===== config.mk =====
export PLATFORM = sky130hd
export DESIGN_NAME = plgpm_pin_mux
export DESIGN_NICKNAME = d
export VERILOG_FILES = /design/src/hdl/plgpm_pad_cell.v /design/src/hdl/plgpm_pin_mux.v
export VERILOG_INCLUDE_DIRS = /design/src /design/src/hdl
export SDC_FILE = /design/constraint.sdc
export NUM_CORES = 1
export LEC_CHECK = 0
export BUFFER_PORTS_ARGS = -buffer_cell sky130_fd_sc_hd__buf_2
export CAP_MARGIN = 20
export CORE_MARGIN = 10
export CORE_UTILIZATION = 56
export CTS_CLUSTER_DIAMETER = 80
export CTS_CLUSTER_SIZE = 14
export DETAILED_ROUTE_END_ITERATION = 6
export PLACE_DENSITY = 0.81
export SLEW_MARGIN = 15
export SYNTH_ARGS = -nofsm -noshare
export SYNTH_HDL_FRONTEND = slang
export SYNTH_SLANG_ARGS = --single-unit

===== constraint.sdc =====
create_clock -name clock -period 3.1 [get_ports clock]
set_clock_uncertainty 0.05 [all_clocks]
set_input_delay 0.31 -clock clock [delete_from_list [all_inputs] [get_ports clock]]
set_output_delay 0.31 -clock clock [all_outputs]
set_load 0.01 [all_outputs]

===== src/hdl/plgpm_defines.vh =====
// Purpose: Register map and field layout of the shared lamp / GPIO pad controller
// Assumes: AXI4-Lite, 32-bit data, word-aligned registers
// Notes:   Definitions only
`ifndef PLGPM_DEFINES_VH
`define PLGPM_DEFINES_VH
`define PLGPM_ADDR_W        8
`define PLGPM_LAMP_CFG_OFS  8'h00
`define PLGPM_GPIO_CFG_OFS  8'h04
`define PLGPM_GPIO_DDR_OFS  8'h08
`define PLGPM_MDIX_OFS      8'h0c
`define PLGPM_PAD_STAT_OFS  8'h10
`define PLGPM_LAMP_EN_LSB   0
`define PLGPM_LAMP_SEL_LSB  8
`define PLGPM_LAMP_SEL_MSB  9
`define PLGPM_GPIO_OD_LSB   0
`define PLGPM_GPIO_DATA_LSB 0
`define PLGPM_GPIO_DIR_LSB  8
`define PLGPM_MDIX_AUTO_LSB 0
`define PLGPM_MDIX_FRC_LSB  8
`define PLGPM_LAMP_CFG_RST  32'h0000_0000
`define PLGPM_GPIO_CFG_RST  32'h0000_0000
`define PLGPM_GPIO_DDR_RST  32'h0000_0000
`define PLGPM_MDIX_RST      32'h0000_0000
`define PLGPM_RESP_OKAY     2'h0
`define PLGPM_RESP_SLVERR   2'h2
`endif


===== src/hdl/plgpm_pad_cell.v =====
// Purpose: Control of one shared lamp / GPIO pad
// Assumes: All inputs synchronous to clock
// Notes:   Outputs are registered so the top drives pads straight from flops
`timescale 1ns/1ns
module plgpm_pad_cell (
   input  wire clock,
   input  wire rst_n,
   input  wire lamp_mode,
   input  wire lamp_on,
   input  wire gpio_od,
   input  wire gpio_out,
   input  wire gpio_data,
   output reg  pad_out_ff,
   output reg  pad_oe_ff,
   output reg  pad_pu_en_ff,
   output reg  pad_ie_ff
);
   reg nxt_pad_oe;
   reg nxt_pad_out;

   always @* begin
      nxt_pad_out = 1'b0;
      nxt_pad_oe  = 1'b0;
      if (lamp_mode) begin
         nxt_pad_oe = lamp_on;
      end else if (gpio_out) begin
         if (gpio_od) begin
            nxt_pad_oe = ~gpio_data;
         end else begin
            nxt_pad_out = gpio_data;
            nxt_pad_oe  = 1'b1;
         end
      end
   end

   always @(posedge clock) begin
      if (!rst_n) begin
         pad_out_ff   <= 1'b0;
         pad_oe_ff    <= 1'b0;
         pad_pu_en_ff <= 1'b1;
         pad_ie_ff    <= 1'b1;
      end else begin
         pad_out_ff   <= nxt_pad_out;
         pad_oe_ff    <= nxt_pad_oe;
         pad_pu_en_ff <= ~lamp_mode;
         pad_ie_ff    <= ~lamp_mode & ~gpio_out;
      end
   end
endmodule


===== src/hdl/plgpm_pin_mux.v =====
// Purpose: Shared port-lamp / GPIO pin mux and twisted-pair swap for two ports
// Assumes: One 20 MHz clock, synchronous active-low reset, AXI4-Lite slave
// Notes:   Lamp status sources come from the port PHYs as levels
//          Pads follow a register write one cycle after its response
`timescale 1ns/1ns
`include "plgpm_defines.vh"

module plgpm_pin_mux #(
   parameter NPIN = 8
) (
   input  wire                     clock,
   input  wire                     rst_n,
   input  wire [`PLGPM_ADDR_W-1:0] s_axi_awaddr,
   input  wire                     s_axi_awvalid,
   output reg                      s_axi_awready,
   input  wire [31:0]              s_axi_wdata,
   input  wire [3:0]               s_axi_wstrb,
   input  wire                     s_axi_wvalid,
   output reg                      s_axi_wready,
   output reg  [1:0]               s_axi_bresp,
   output reg                      s_axi_bvalid,
   input  wire                     s_axi_bready,
   input  wire [`PLGPM_ADDR_W-1:0] s_axi_araddr,
   input  wire                     s_axi_arvalid,
   output reg                      s_axi_arready,
   output reg  [31:0]              s_axi_rdata,
   output reg  [1:0]               s_axi_rresp,
   output reg                      s_axi_rvalid,
   input  wire                     s_axi_rready,
   input  wire [15:0]              port1_status,
   input  wire [15:0]              port2_status,
   input  wire [1:0]               port_reversed,
   input  wire [NPIN-1:0]          pad_in,
   output wire [NPIN-1:0]          pad_out,
   output wire [NPIN-1:0]          pad_oe,
   output wire [NPIN-1:0]          pad_pu_en,
   output wire [NPIN-1:0]          pad_ie,
   output reg  [1:0]               pair_swap_ff
);
   reg  [31:0]              lamp_cfg_ff;
   reg  [31:0]              gpio_cfg_ff;
   reg  [31:0]              gpio_ddr_ff;
   reg  [31:0]              mdix_ff;
   reg  [NPIN-1:0]          pad_in_ff;
   reg  [`PLGPM_ADDR_W-1:0] awaddr_ff;
   reg  [31:0]              wdata_ff;
   reg  [3:0]               wstrb_ff;
   reg                      aw_held_ff;
   reg                      w_held_ff;
   reg  [31:0]              nxt_rdata;
   reg  [1:0]               nxt_rresp;
   reg  [NPIN-1:0]          lamp_on;
   wire [1:0]               lamp_sel;
   wire                     wr_go;
   wire                     wr_hit;
   wire [31:0]              pad_stat;
   integer                  i;
   integer                  j;
   integer                  k;

   assign lamp_sel = lamp_cfg_ff[`PLGPM_LAMP_SEL_MSB:`PLGPM_LAMP_SEL_LSB];
   assign wr_go    = aw_held_ff & w_held_ff & ~s_axi_bvalid;
   // An unmapped write is answered with an error and changes nothing
   assign wr_hit   = (awaddr_ff == `PLGPM_LAMP_CFG_OFS) | (awaddr_ff == `PLGPM_GPIO_CFG_OFS) |
                     (awaddr_ff == `PLGPM_GPIO_DDR_OFS) | (awaddr_ff == `PLGPM_MDIX_OFS);
   // Input receiver off reads as zero, as the pad does
   assign pad_stat = {{(30-NPIN){1'b0}}, pair_swap_ff, pad_in_ff & pad_ie};

   // Each status input carries four candidate sources per lamp, picked by the select field
   always @* begin
      for (i = 0; i < NPIN; i = i + 1) begin
         if (i < 4) begin
            lamp_on[i] = port1_status[lamp_sel*4 + i];
         end else begin
            lamp_on[i] = port2_status[lamp_sel*4 + i - 4];
         end
      end
   end

   genvar g;
   generate
      for (g = 0; g < NPIN; g = g + 1) begin : g_pad
         plgpm_pad_cell u_pad (
            .clock        (clock),
            .rst_n        (rst_n),
            .lamp_mode    (lamp_cfg_ff[`PLGPM_LAMP_EN_LSB + g]),
            .lamp_on      (lamp_on[g]),
            .gpio_od      (gpio_cfg_ff[`PLGPM_GPIO_OD_LSB + g]),
            .gpio_out     (gpio_ddr_ff[`PLGPM_GPIO_DIR_LSB + g]),
            .gpio_data    (gpio_ddr_ff[`PLGPM_GPIO_DATA_LSB + g]),
            .pad_out_ff   (pad_out[g]),
            .pad_oe_ff    (pad_oe[g]),
            .pad_pu_en_ff (pad_pu_en[g]),
            .pad_ie_ff    (pad_ie[g])
         );
      end
   endgenerate

   // Write channel: address and data accepted in either order, answer after both
   always @(posedge clock) begin
      if (!rst_n) begin
         s_axi_awready <= 1'b1;
         s_axi_wready  <= 1'b1;
         aw_held_ff    <= 1'b0;
         w_held_ff     <= 1'b0;
         awaddr_ff     <= {`PLGPM_ADDR_W{1'b0}};
         wdata_ff      <= 32'h0000_0000;
         wstrb_ff      <= 4'h0;
         s_axi_bvalid  <= 1'b0;
         s_axi_bresp   <= `PLGPM_RESP_OKAY;
      end else begin
         if (s_axi_awvalid & s_axi_awready) begin
            awaddr_ff     <= s_axi_awaddr;
            aw_held_ff    <= 1'b1;
            s_axi_awready <= 1'b0;
         end
         if (s_axi_wvalid & s_axi_wready) begin
            wdata_ff     <= s_axi_wdata;
            wstrb_ff     <= s_axi_wstrb;
            w_held_ff    <= 1'b1;
            s_axi_wready <= 1'b0;
         end
         if (wr_go) begin
            aw_held_ff   <= 1'b0;
            w_held_ff    <= 1'b0;
            s_axi_bvalid <= 1'b1;
            s_axi_bresp  <= `PLGPM_RESP_OKAY;
            if (!wr_hit) begin
               s_axi_bresp <= `PLGPM_RESP_SLVERR;
            end
         end
         // Readies stay low until the response is taken, so one write is in flight
         if (s_axi_bvalid & s_axi_bready) begin
            s_axi_bvalid  <= 1'b0;
            s_axi_awready <= 1'b1;
            s_axi_wready  <= 1'b1;
         end
      end
   end

   // Register file, written in the cycle that raises the write response
   // Byte strobes let software change one field without a read-modify-write
   always @(posedge clock) begin
      if (!rst_n) begin
         lamp_cfg_ff <= `PLGPM_LAMP_CFG_RST;
         gpio_cfg_ff <= `PLGPM_GPIO_CFG_RST;
         gpio_ddr_ff <= `PLGPM_GPIO_DDR_RST;
         mdix_ff     <= `PLGPM_MDIX_RST;
      end else if (wr_go) begin
         for (j = 0; j < 4; j = j + 1) begin
            if (wstrb_ff[j]) begin
               case (awaddr_ff)
                  `PLGPM_LAMP_CFG_OFS: lamp_cfg_ff[j*8 +: 8] <= wdata_ff[j*8 +: 8];
                  `PLGPM_GPIO_CFG_OFS: gpio_cfg_ff[j*8 +: 8] <= wdata_ff[j*8 +: 8];
                  `PLGPM_GPIO_DDR_OFS: gpio_ddr_ff[j*8 +: 8] <= wdata_ff[j*8 +: 8];
                  `PLGPM_MDIX_OFS:     mdix_ff[j*8 +: 8]     <= wdata_ff[j*8 +: 8];
                  default: ;
               endcase
            end
         end
      end
   end

   always @* begin
      nxt_rdata = 32'h0000_0000;
      nxt_rresp = `PLGPM_RESP_OKAY;
      case (s_axi_araddr)
         `PLGPM_LAMP_CFG_OFS: nxt_rdata = lamp_cfg_ff;
         `PLGPM_GPIO_CFG_OFS: nxt_rdata = gpio_cfg_ff;
         `PLGPM_GPIO_DDR_OFS: nxt_rdata = gpio_ddr_ff;
         `PLGPM_MDIX_OFS:     nxt_rdata = mdix_ff;
         `PLGPM_PAD_STAT_OFS: nxt_rdata = pad_stat;
         default:             nxt_rresp = `PLGPM_RESP_SLVERR;
      endcase
   end

   // Bits 0/1 enable auto crossover per port, bits 8/9 force the reverse
   always @(posedge clock) begin
      if (!rst_n) begin
         pair_swap_ff <= 2'h0;
      end else begin
         for (k = 0; k < 2; k = k + 1) begin
            pair_swap_ff[k] <= (mdix_ff[`PLGPM_MDIX_AUTO_LSB + k] & port_reversed[k]) |
                               mdix_ff[`PLGPM_MDIX_FRC_LSB + k];
         end
      end
   end

   // Read channel: one read in flight, answered on the edge after the address
   always @(posedge clock) begin
      if (!rst_n) begin
         s_axi_arready <= 1'b1;
         s_axi_rvalid  <= 1'b0;
         s_axi_rdata   <= 32'h0000_0000;
         s_axi_rresp   <= `PLGPM_RESP_OKAY;
         pad_in_ff     <= {NPIN{1'b0}};
      end else begin
         // Pads are sampled once so a status read never sees a half-settled level
         pad_in_ff <= pad_in;
         if (s_axi_arvalid & s_axi_arready) begin
            s_axi_arready <= 1'b0;
            s_axi_rvalid  <= 1'b1;
            s_axi_rdata   <= nxt_rdata;
            s_axi_rresp   <= nxt_rresp;
         end else if (s_axi_rvalid & s_axi_rready) begin
            s_axi_rvalid  <= 1'b0;
            s_axi_arready <= 1'b1;
         end
      end
   end
endmodule


=== Word-level counts from Yosys, hierarchy flattened ===
Index checks and enable logic that the tools add are counted.
W data, S select, Z words.

* Bits in latches: 0
* Input port bits: 101
* Word-level logic and storage cells: 215
* Memories: 0
* Memory bits (read-only): 0
* Register bits after elaboration: 257
* RAM bits: 0
* Output and inout port bits: 75

* Mux-type cells: 47
* Divide/modulo/power cells: 0
* Reduce and logical (&&, ||, !) cells: 30
* $lt $le $gt $ge: 8
* Shifts and indexed selects: 0
* Bitwise logic cells: 49
* Equal/unequal tests: 7
* Multiply operators: 0
* Add/sub/neg operators: 11

{| class="wikitable"
|+ Operators by type and width
! operator !! count
|-
| $lt A32 B5 Y1 const B || 7
|-
| $pmux W32 S5 || 1
|-
| $reduce_and A3 Y1 || 16
|-
| $mux W1 || 36
|-
| $eq A8 B4 Y1 const B || 4
|-
| $reduce_or A4 Y1 || 8
|-
| $bmux W1 S4 || 7
|-
| $not A1 Y1 || 26
|-
| $sub A5 B3 Y6 const B || 4
|-
| $add A4 B3 Y5 const B || 4
|-
| $and A1 B1 Y1 || 17
|-
| $eq A8 B3 Y1 const B || 2
|-
| $logic_not A8 Y1 || 2
|-
| $add A4 B2 Y5 const B || 2
|-
| $and A8 B8 Y8 || 1
|-
| $eq A8 B5 Y1 const B || 1
|-
| $add A4 B1 Y5 const B || 1
|-
| $lt A4 B5 Y1 const B || 1
|-
| $or A1 B1 Y1 || 5
|-
| $reduce_or A5 Y1 || 1
|-
| $mux W2 || 2
|-
| $reduce_or A2 Y1 || 2
|-
| $bmux W1 S2 || 1
|-
| $reduce_bool A2 Y1 || 1
|}

=== Depth between registers and ports, before layout ===
* Word-level depth: 5
* Mapped depth: 6
* Gate-level depth less buffers: 4

=== By module ===
Synthesis repeated with hierarchy kept, for this count alone.

* Cells, all modules: 1048
* Area, all modules: 10209.8 um^2

{| class="wikitable"
|+ Modules (own cells, without submodules)
! module !! cells each !! area each (um^2) !! times used !! sequential area each (um^2)
|-
| plgpm_pin_mux || 952 || 9218.8 || 1 || 4464.3
|-
| plgpm_pad_cell || 12 || 123.9 || 8 || 80.1
|}

=== Worst setup path before layout ===
No wires, ideal clock.

* Kind: flip-flop to flip-flop
* From: reg awaddr_ff[0]
* To: reg gpio_ddr_ff[16]
* Setup slack: 0.962 ns
* Period minus slack after synthesis: 2.138 ns
* Data required time: 2.922 ns
* Data arrival time: 1.961 ns
* Library setup time: 0.128 ns
* Stages on the path, launching flop included: 7
* Buffers on the path: 2
* Cell sequence: dfxtp_1 > or4_1 > buf_2 > buf_12 > nor4_4 > mux2i_1 > nor2_1

* Longest elaborated chain between the ends: 2

{| class="wikitable"
|+ RTL lines
! item !! line !! source
|-
| start: declaration || plgpm_pin_mux.v:45 || <nowiki>reg [`PLGPM_ADDR_W-1:0] awaddr_ff;</nowiki>
|-
| start signal: assignment || plgpm_pin_mux.v:106 || <nowiki>awaddr_ff <= {`PLGPM_ADDR_W{1'b0}};</nowiki>
|-
| start signal: assignment || plgpm_pin_mux.v:113 || <nowiki>awaddr_ff <= s_axi_awaddr;</nowiki>
|-
| $eq A8 B4 Y1 || plgpm_pin_mux.v:152 || <nowiki>case (awaddr_ff)</nowiki>
|-
| $reduce_and A3 Y1 (no source line) || n/a ||
|-
| end signal: assignment || plgpm_pin_mux.v:147 || <nowiki>gpio_ddr_ff <= `PLGPM_GPIO_DDR_RST;</nowiki>
|-
| end signal: indexed assignment || plgpm_pin_mux.v:155 || <nowiki>`PLGPM_GPIO_DDR_OFS: gpio_ddr_ff[j*8 +: 8] <= wdata_ff[j*8 +: 8];</nowiki>
|-
| end: declaration || plgpm_pin_mux.v:42 || <nowiki>reg [31:0] gpio_ddr_ff;</nowiki>
|}

Every way passes these cells.
A chain may end at the register's enable or synchronous reset.

=== Worst setup path after layout ===
* From: reg awaddr_ff[0]
* To: reg gpio_ddr_ff[28]

The elaborated chain is that of the path after synthesis.

==> results.md <==
- Worst Setup End Kind: flip-flop
- Hold EP: awaddr_ff[5]
- Multi-input combinational cell area: 0.00471 mm²
- Yosys cell types: 40
- Post-synth EDFFs: 0
- Most common cell in the synthesized netlist: dfxtp_1
- Worst-Margin Slew: between 900 and 1000 ps
- RSZ-0062 raised after global routing: false
- Compound-gate portion of the synthesized area: 0.0681
- Post-synth top cells: dfxtp_1 (255), nor2_1 (161), mux2i_1 (129)
- Hold Startpoint: s_axi_awaddr[5]
- Root Driver: clkbuf_16
- Gr usage total: 0.204
- Die footprint: 0.0243 mm²
- Crit path launch type: flip-flop
- Row count: 49
- # Max-Cap Violations: 0
- RR Endpoint: gpio_ddr_ff[28]
- CP max stage delay: 790 ps
- Leakage: 4.70 nW
- Cell depth of the worst setup path: 4
- Area grow syn2layout: 17.0%
- TNS Setup: 0 ps
- Routed length on met2: 12.7 mm
- Post-CTS Hold Buffers: 29
- Iteration count of the initial detailed-routing pass: 5
- Largest net degree at the start of global routing: 96
- Avg Cell Area, Syn: 10.1 µm²
- HPWL after DPL: around 18 mm
- Fill cells: roughly 1,400
- Critical path arrival: 2740 ps
- WL met1: 10.6 mm
- Drt drc: 0
- Final Max Slew Viols: 0
- Core area: 0.0180 mm²
- Hold depth: 3
- Largest fanout on the critical path: 8
- Initial DRC count: 512
- Die extent in x: between 150 and 200 µm
- First-pass GRT wire length: 41.3 mm
- H-tree levels: 1
- Maximum vdd drop: slightly below 0.5 mV
- Largest family of logic cells by synthesized area: multiplexers
- Max Root-Sink Buffers: 3
- Xor and xnor area share after synthesis: 0
- WP buf/inv: 0
- Worst min path class: in2reg
- Setup bufs post-CTS: 0
- Post-route ant nets: 0
- Synthesized flop and latch total: 255
- Synth top area share: 0.495
- Wire length on met3: 1.81 mm
- Relative slew slack: 0.364
- Hold Vio Cnt, Final: 0
- CP Data Required Time: ~3400 ps
- Final worst slack: 681 ps
- YS warnings: 0
- Routability congestion estimate: 0.870
- Vias: about 8,000
- Crit Path Class: reg2reg
- Synth Cell Area: 0.0103 mm²
- R2R Setup Slk: 680 ps
- Setup violators final: 0
- Power Total: about 6.2 mW
- Number of global-route vias before repair: approximately 8,000
- Via/cell ratio: 5.67
- WL/cell: 18.2 µm
- Clock Sinks: ~260
- Top Layer Used: met4
- Clock latency at the later pin of the worst-skew pair: roughly 500 ps
- CTS tree: done
- Final Cycle Share: 0.780
- Async S/R FF share, synth: 0
- # diodes: 0
- Synth area leader: dfxtp_1
- IO buf count: 173
- Power per standard cell area: 517 mW/mm²
- Overflow after GRT: 0
- Fin util: 0.670
- Predominant post-synthesis flop cell: dfxtp_1
- Initial antenna violation count: 0
- Clock Pin Slew Worst Setup and Hold Paths: roughly 60 ps
- Die Span Y: 156 µm
- Cells after synthesis: 1,021
- Cell Chain, Critical Path: or4_1, nor4_4, mux2i_1, nor2_1
- Synth Area in Adders: 0
- Max Freq: between 400 and 500 MHz
- R2r startpoint: awaddr_ff[0]
- Min Clock Period, post-route: 2420 ps
- Layout Nets: between 1,000 and 1,500
- Final WL: 25.6 mm
- Starting Density: 0.573
- Pre-CTS WS: 692 ps
- Critical path's slowest cell: or4_1
- Simple-gate share of the synthesized area: 0.179
- Layout cells sized above 1: 0.236
- Reg area: ~0.0051 mm²
- Ranking of synthesized cells by area: dfxtp_1 (49%), mux2i_1 (13%), mux4_2 (8.1%), nor2_1 (5.9%), nand2_1 (4.5%)
- Top delay family on crit path: simple AND/OR/NAND/NOR gates
- CTS buffer count: 22
- Multiplexer share of the synthesized area: 0.208
- Io pins: 176
- Reg2Reg Depth: 4
- Post-CTS sizing: 0
- Status: complete, no violations
- Sequential fraction of the synthesis area: 0.495
metal layers:
metal | vias to the layer above | track usage
met4 | 0 | 0.0517
met2 | 228 | 0.354
met5 | - | 0
met1 | 3873 | 0.248
met3 | 32 | 0.0485
li1 | 3837 | -
sequential cells by signal, indices dropped and copies added, names as in the netlist, 8 cells and up:
signal	count
g_pad.u_pad.pad_oe_ff	8
lamp_cfg_ff	32
gpio_ddr_ff	32
g_pad.u_pad.pad_ie_ff	8
g_pad.u_pad.pad_pu_en_ff	8
mdix_ff	32
s_axi_rdata	32
awaddr_ff	8
wdata_ff	32
g_pad.u_pad.pad_out_ff	8
gpio_cfg_ff	32
pad_in_ff	8
metrics by stage:
stage               instances  hold WS (ps)  cell area [µm²]
detailed placement       1352           389            11200
finish                   1405          10.7            12100
global placement         1352           387            11200
floorplan                1022           358            10300
CTS                      1405         0.539            12100
global route             1405          5.36            12100
final cells by class:
cell class,instances,share of cell area
clock buffers,23,0.0476
clock inverters,1,0.00135
inverters,3,0.00135
multi-input cells,668,0.390
flip-flops and latches,255,0.423
well taps,229,0.0237
repair buffers,226,0.114
worst max path at each step:
stage	start	end
2_1_floorplan	awaddr_ff[0]	gpio_ddr_ff[16]
3_3_place_gp	awaddr_ff[0]	mdix_ff[27]
3_5_place_dp	awaddr_ff[0]	gpio_cfg_ff[29]
4_1_cts	awaddr_ff[0]	gpio_cfg_ff[31]
5_1_grt	awaddr_ff[0]	mdix_ff[1]
6_report	awaddr_ff[0]	gpio_ddr_ff[28]
logic make-up after synthesis:
kind of cell / Yosys count
muxes: 168
AOI/OAI and AO/OA: 122
DFF: 255
other: 1
and+or+nand+nor: 376
buffers and inverters: 99
report_power, final:
group          leakage, nW  total [mW]  internal [mW]  switching [mW]
clock network        0.290        2.43           1.31            1.12
logic                 2.34       0.423          0.172           0.251
registers             2.07        3.39           3.33          0.0605
worst reg2reg max path, delay by kind of cell, from the launching register on:
kind          cells  cell delay, ps
simple gates      3            1640
flops             1             320
mux               1             290
cells in the final DEF, fill, tap and decap left out, types with 11 or more instances in the layout:
cell             n
a21oi_1         63
a22oi_1         22
and2_1          11
buf_2          173
buf_4           21
clkbuf_16       23
dfxtp_1        255
dlygate4sd3_1   29
mux2i_1        129
mux4_2          37
nand2_1        124
nand3_1         13
nand3b_1        17
nand4_1         11
nor2_1         161
nor4_4          12
o21ai_0         21
Note: power is estimated with default switching activity, not from simulation.
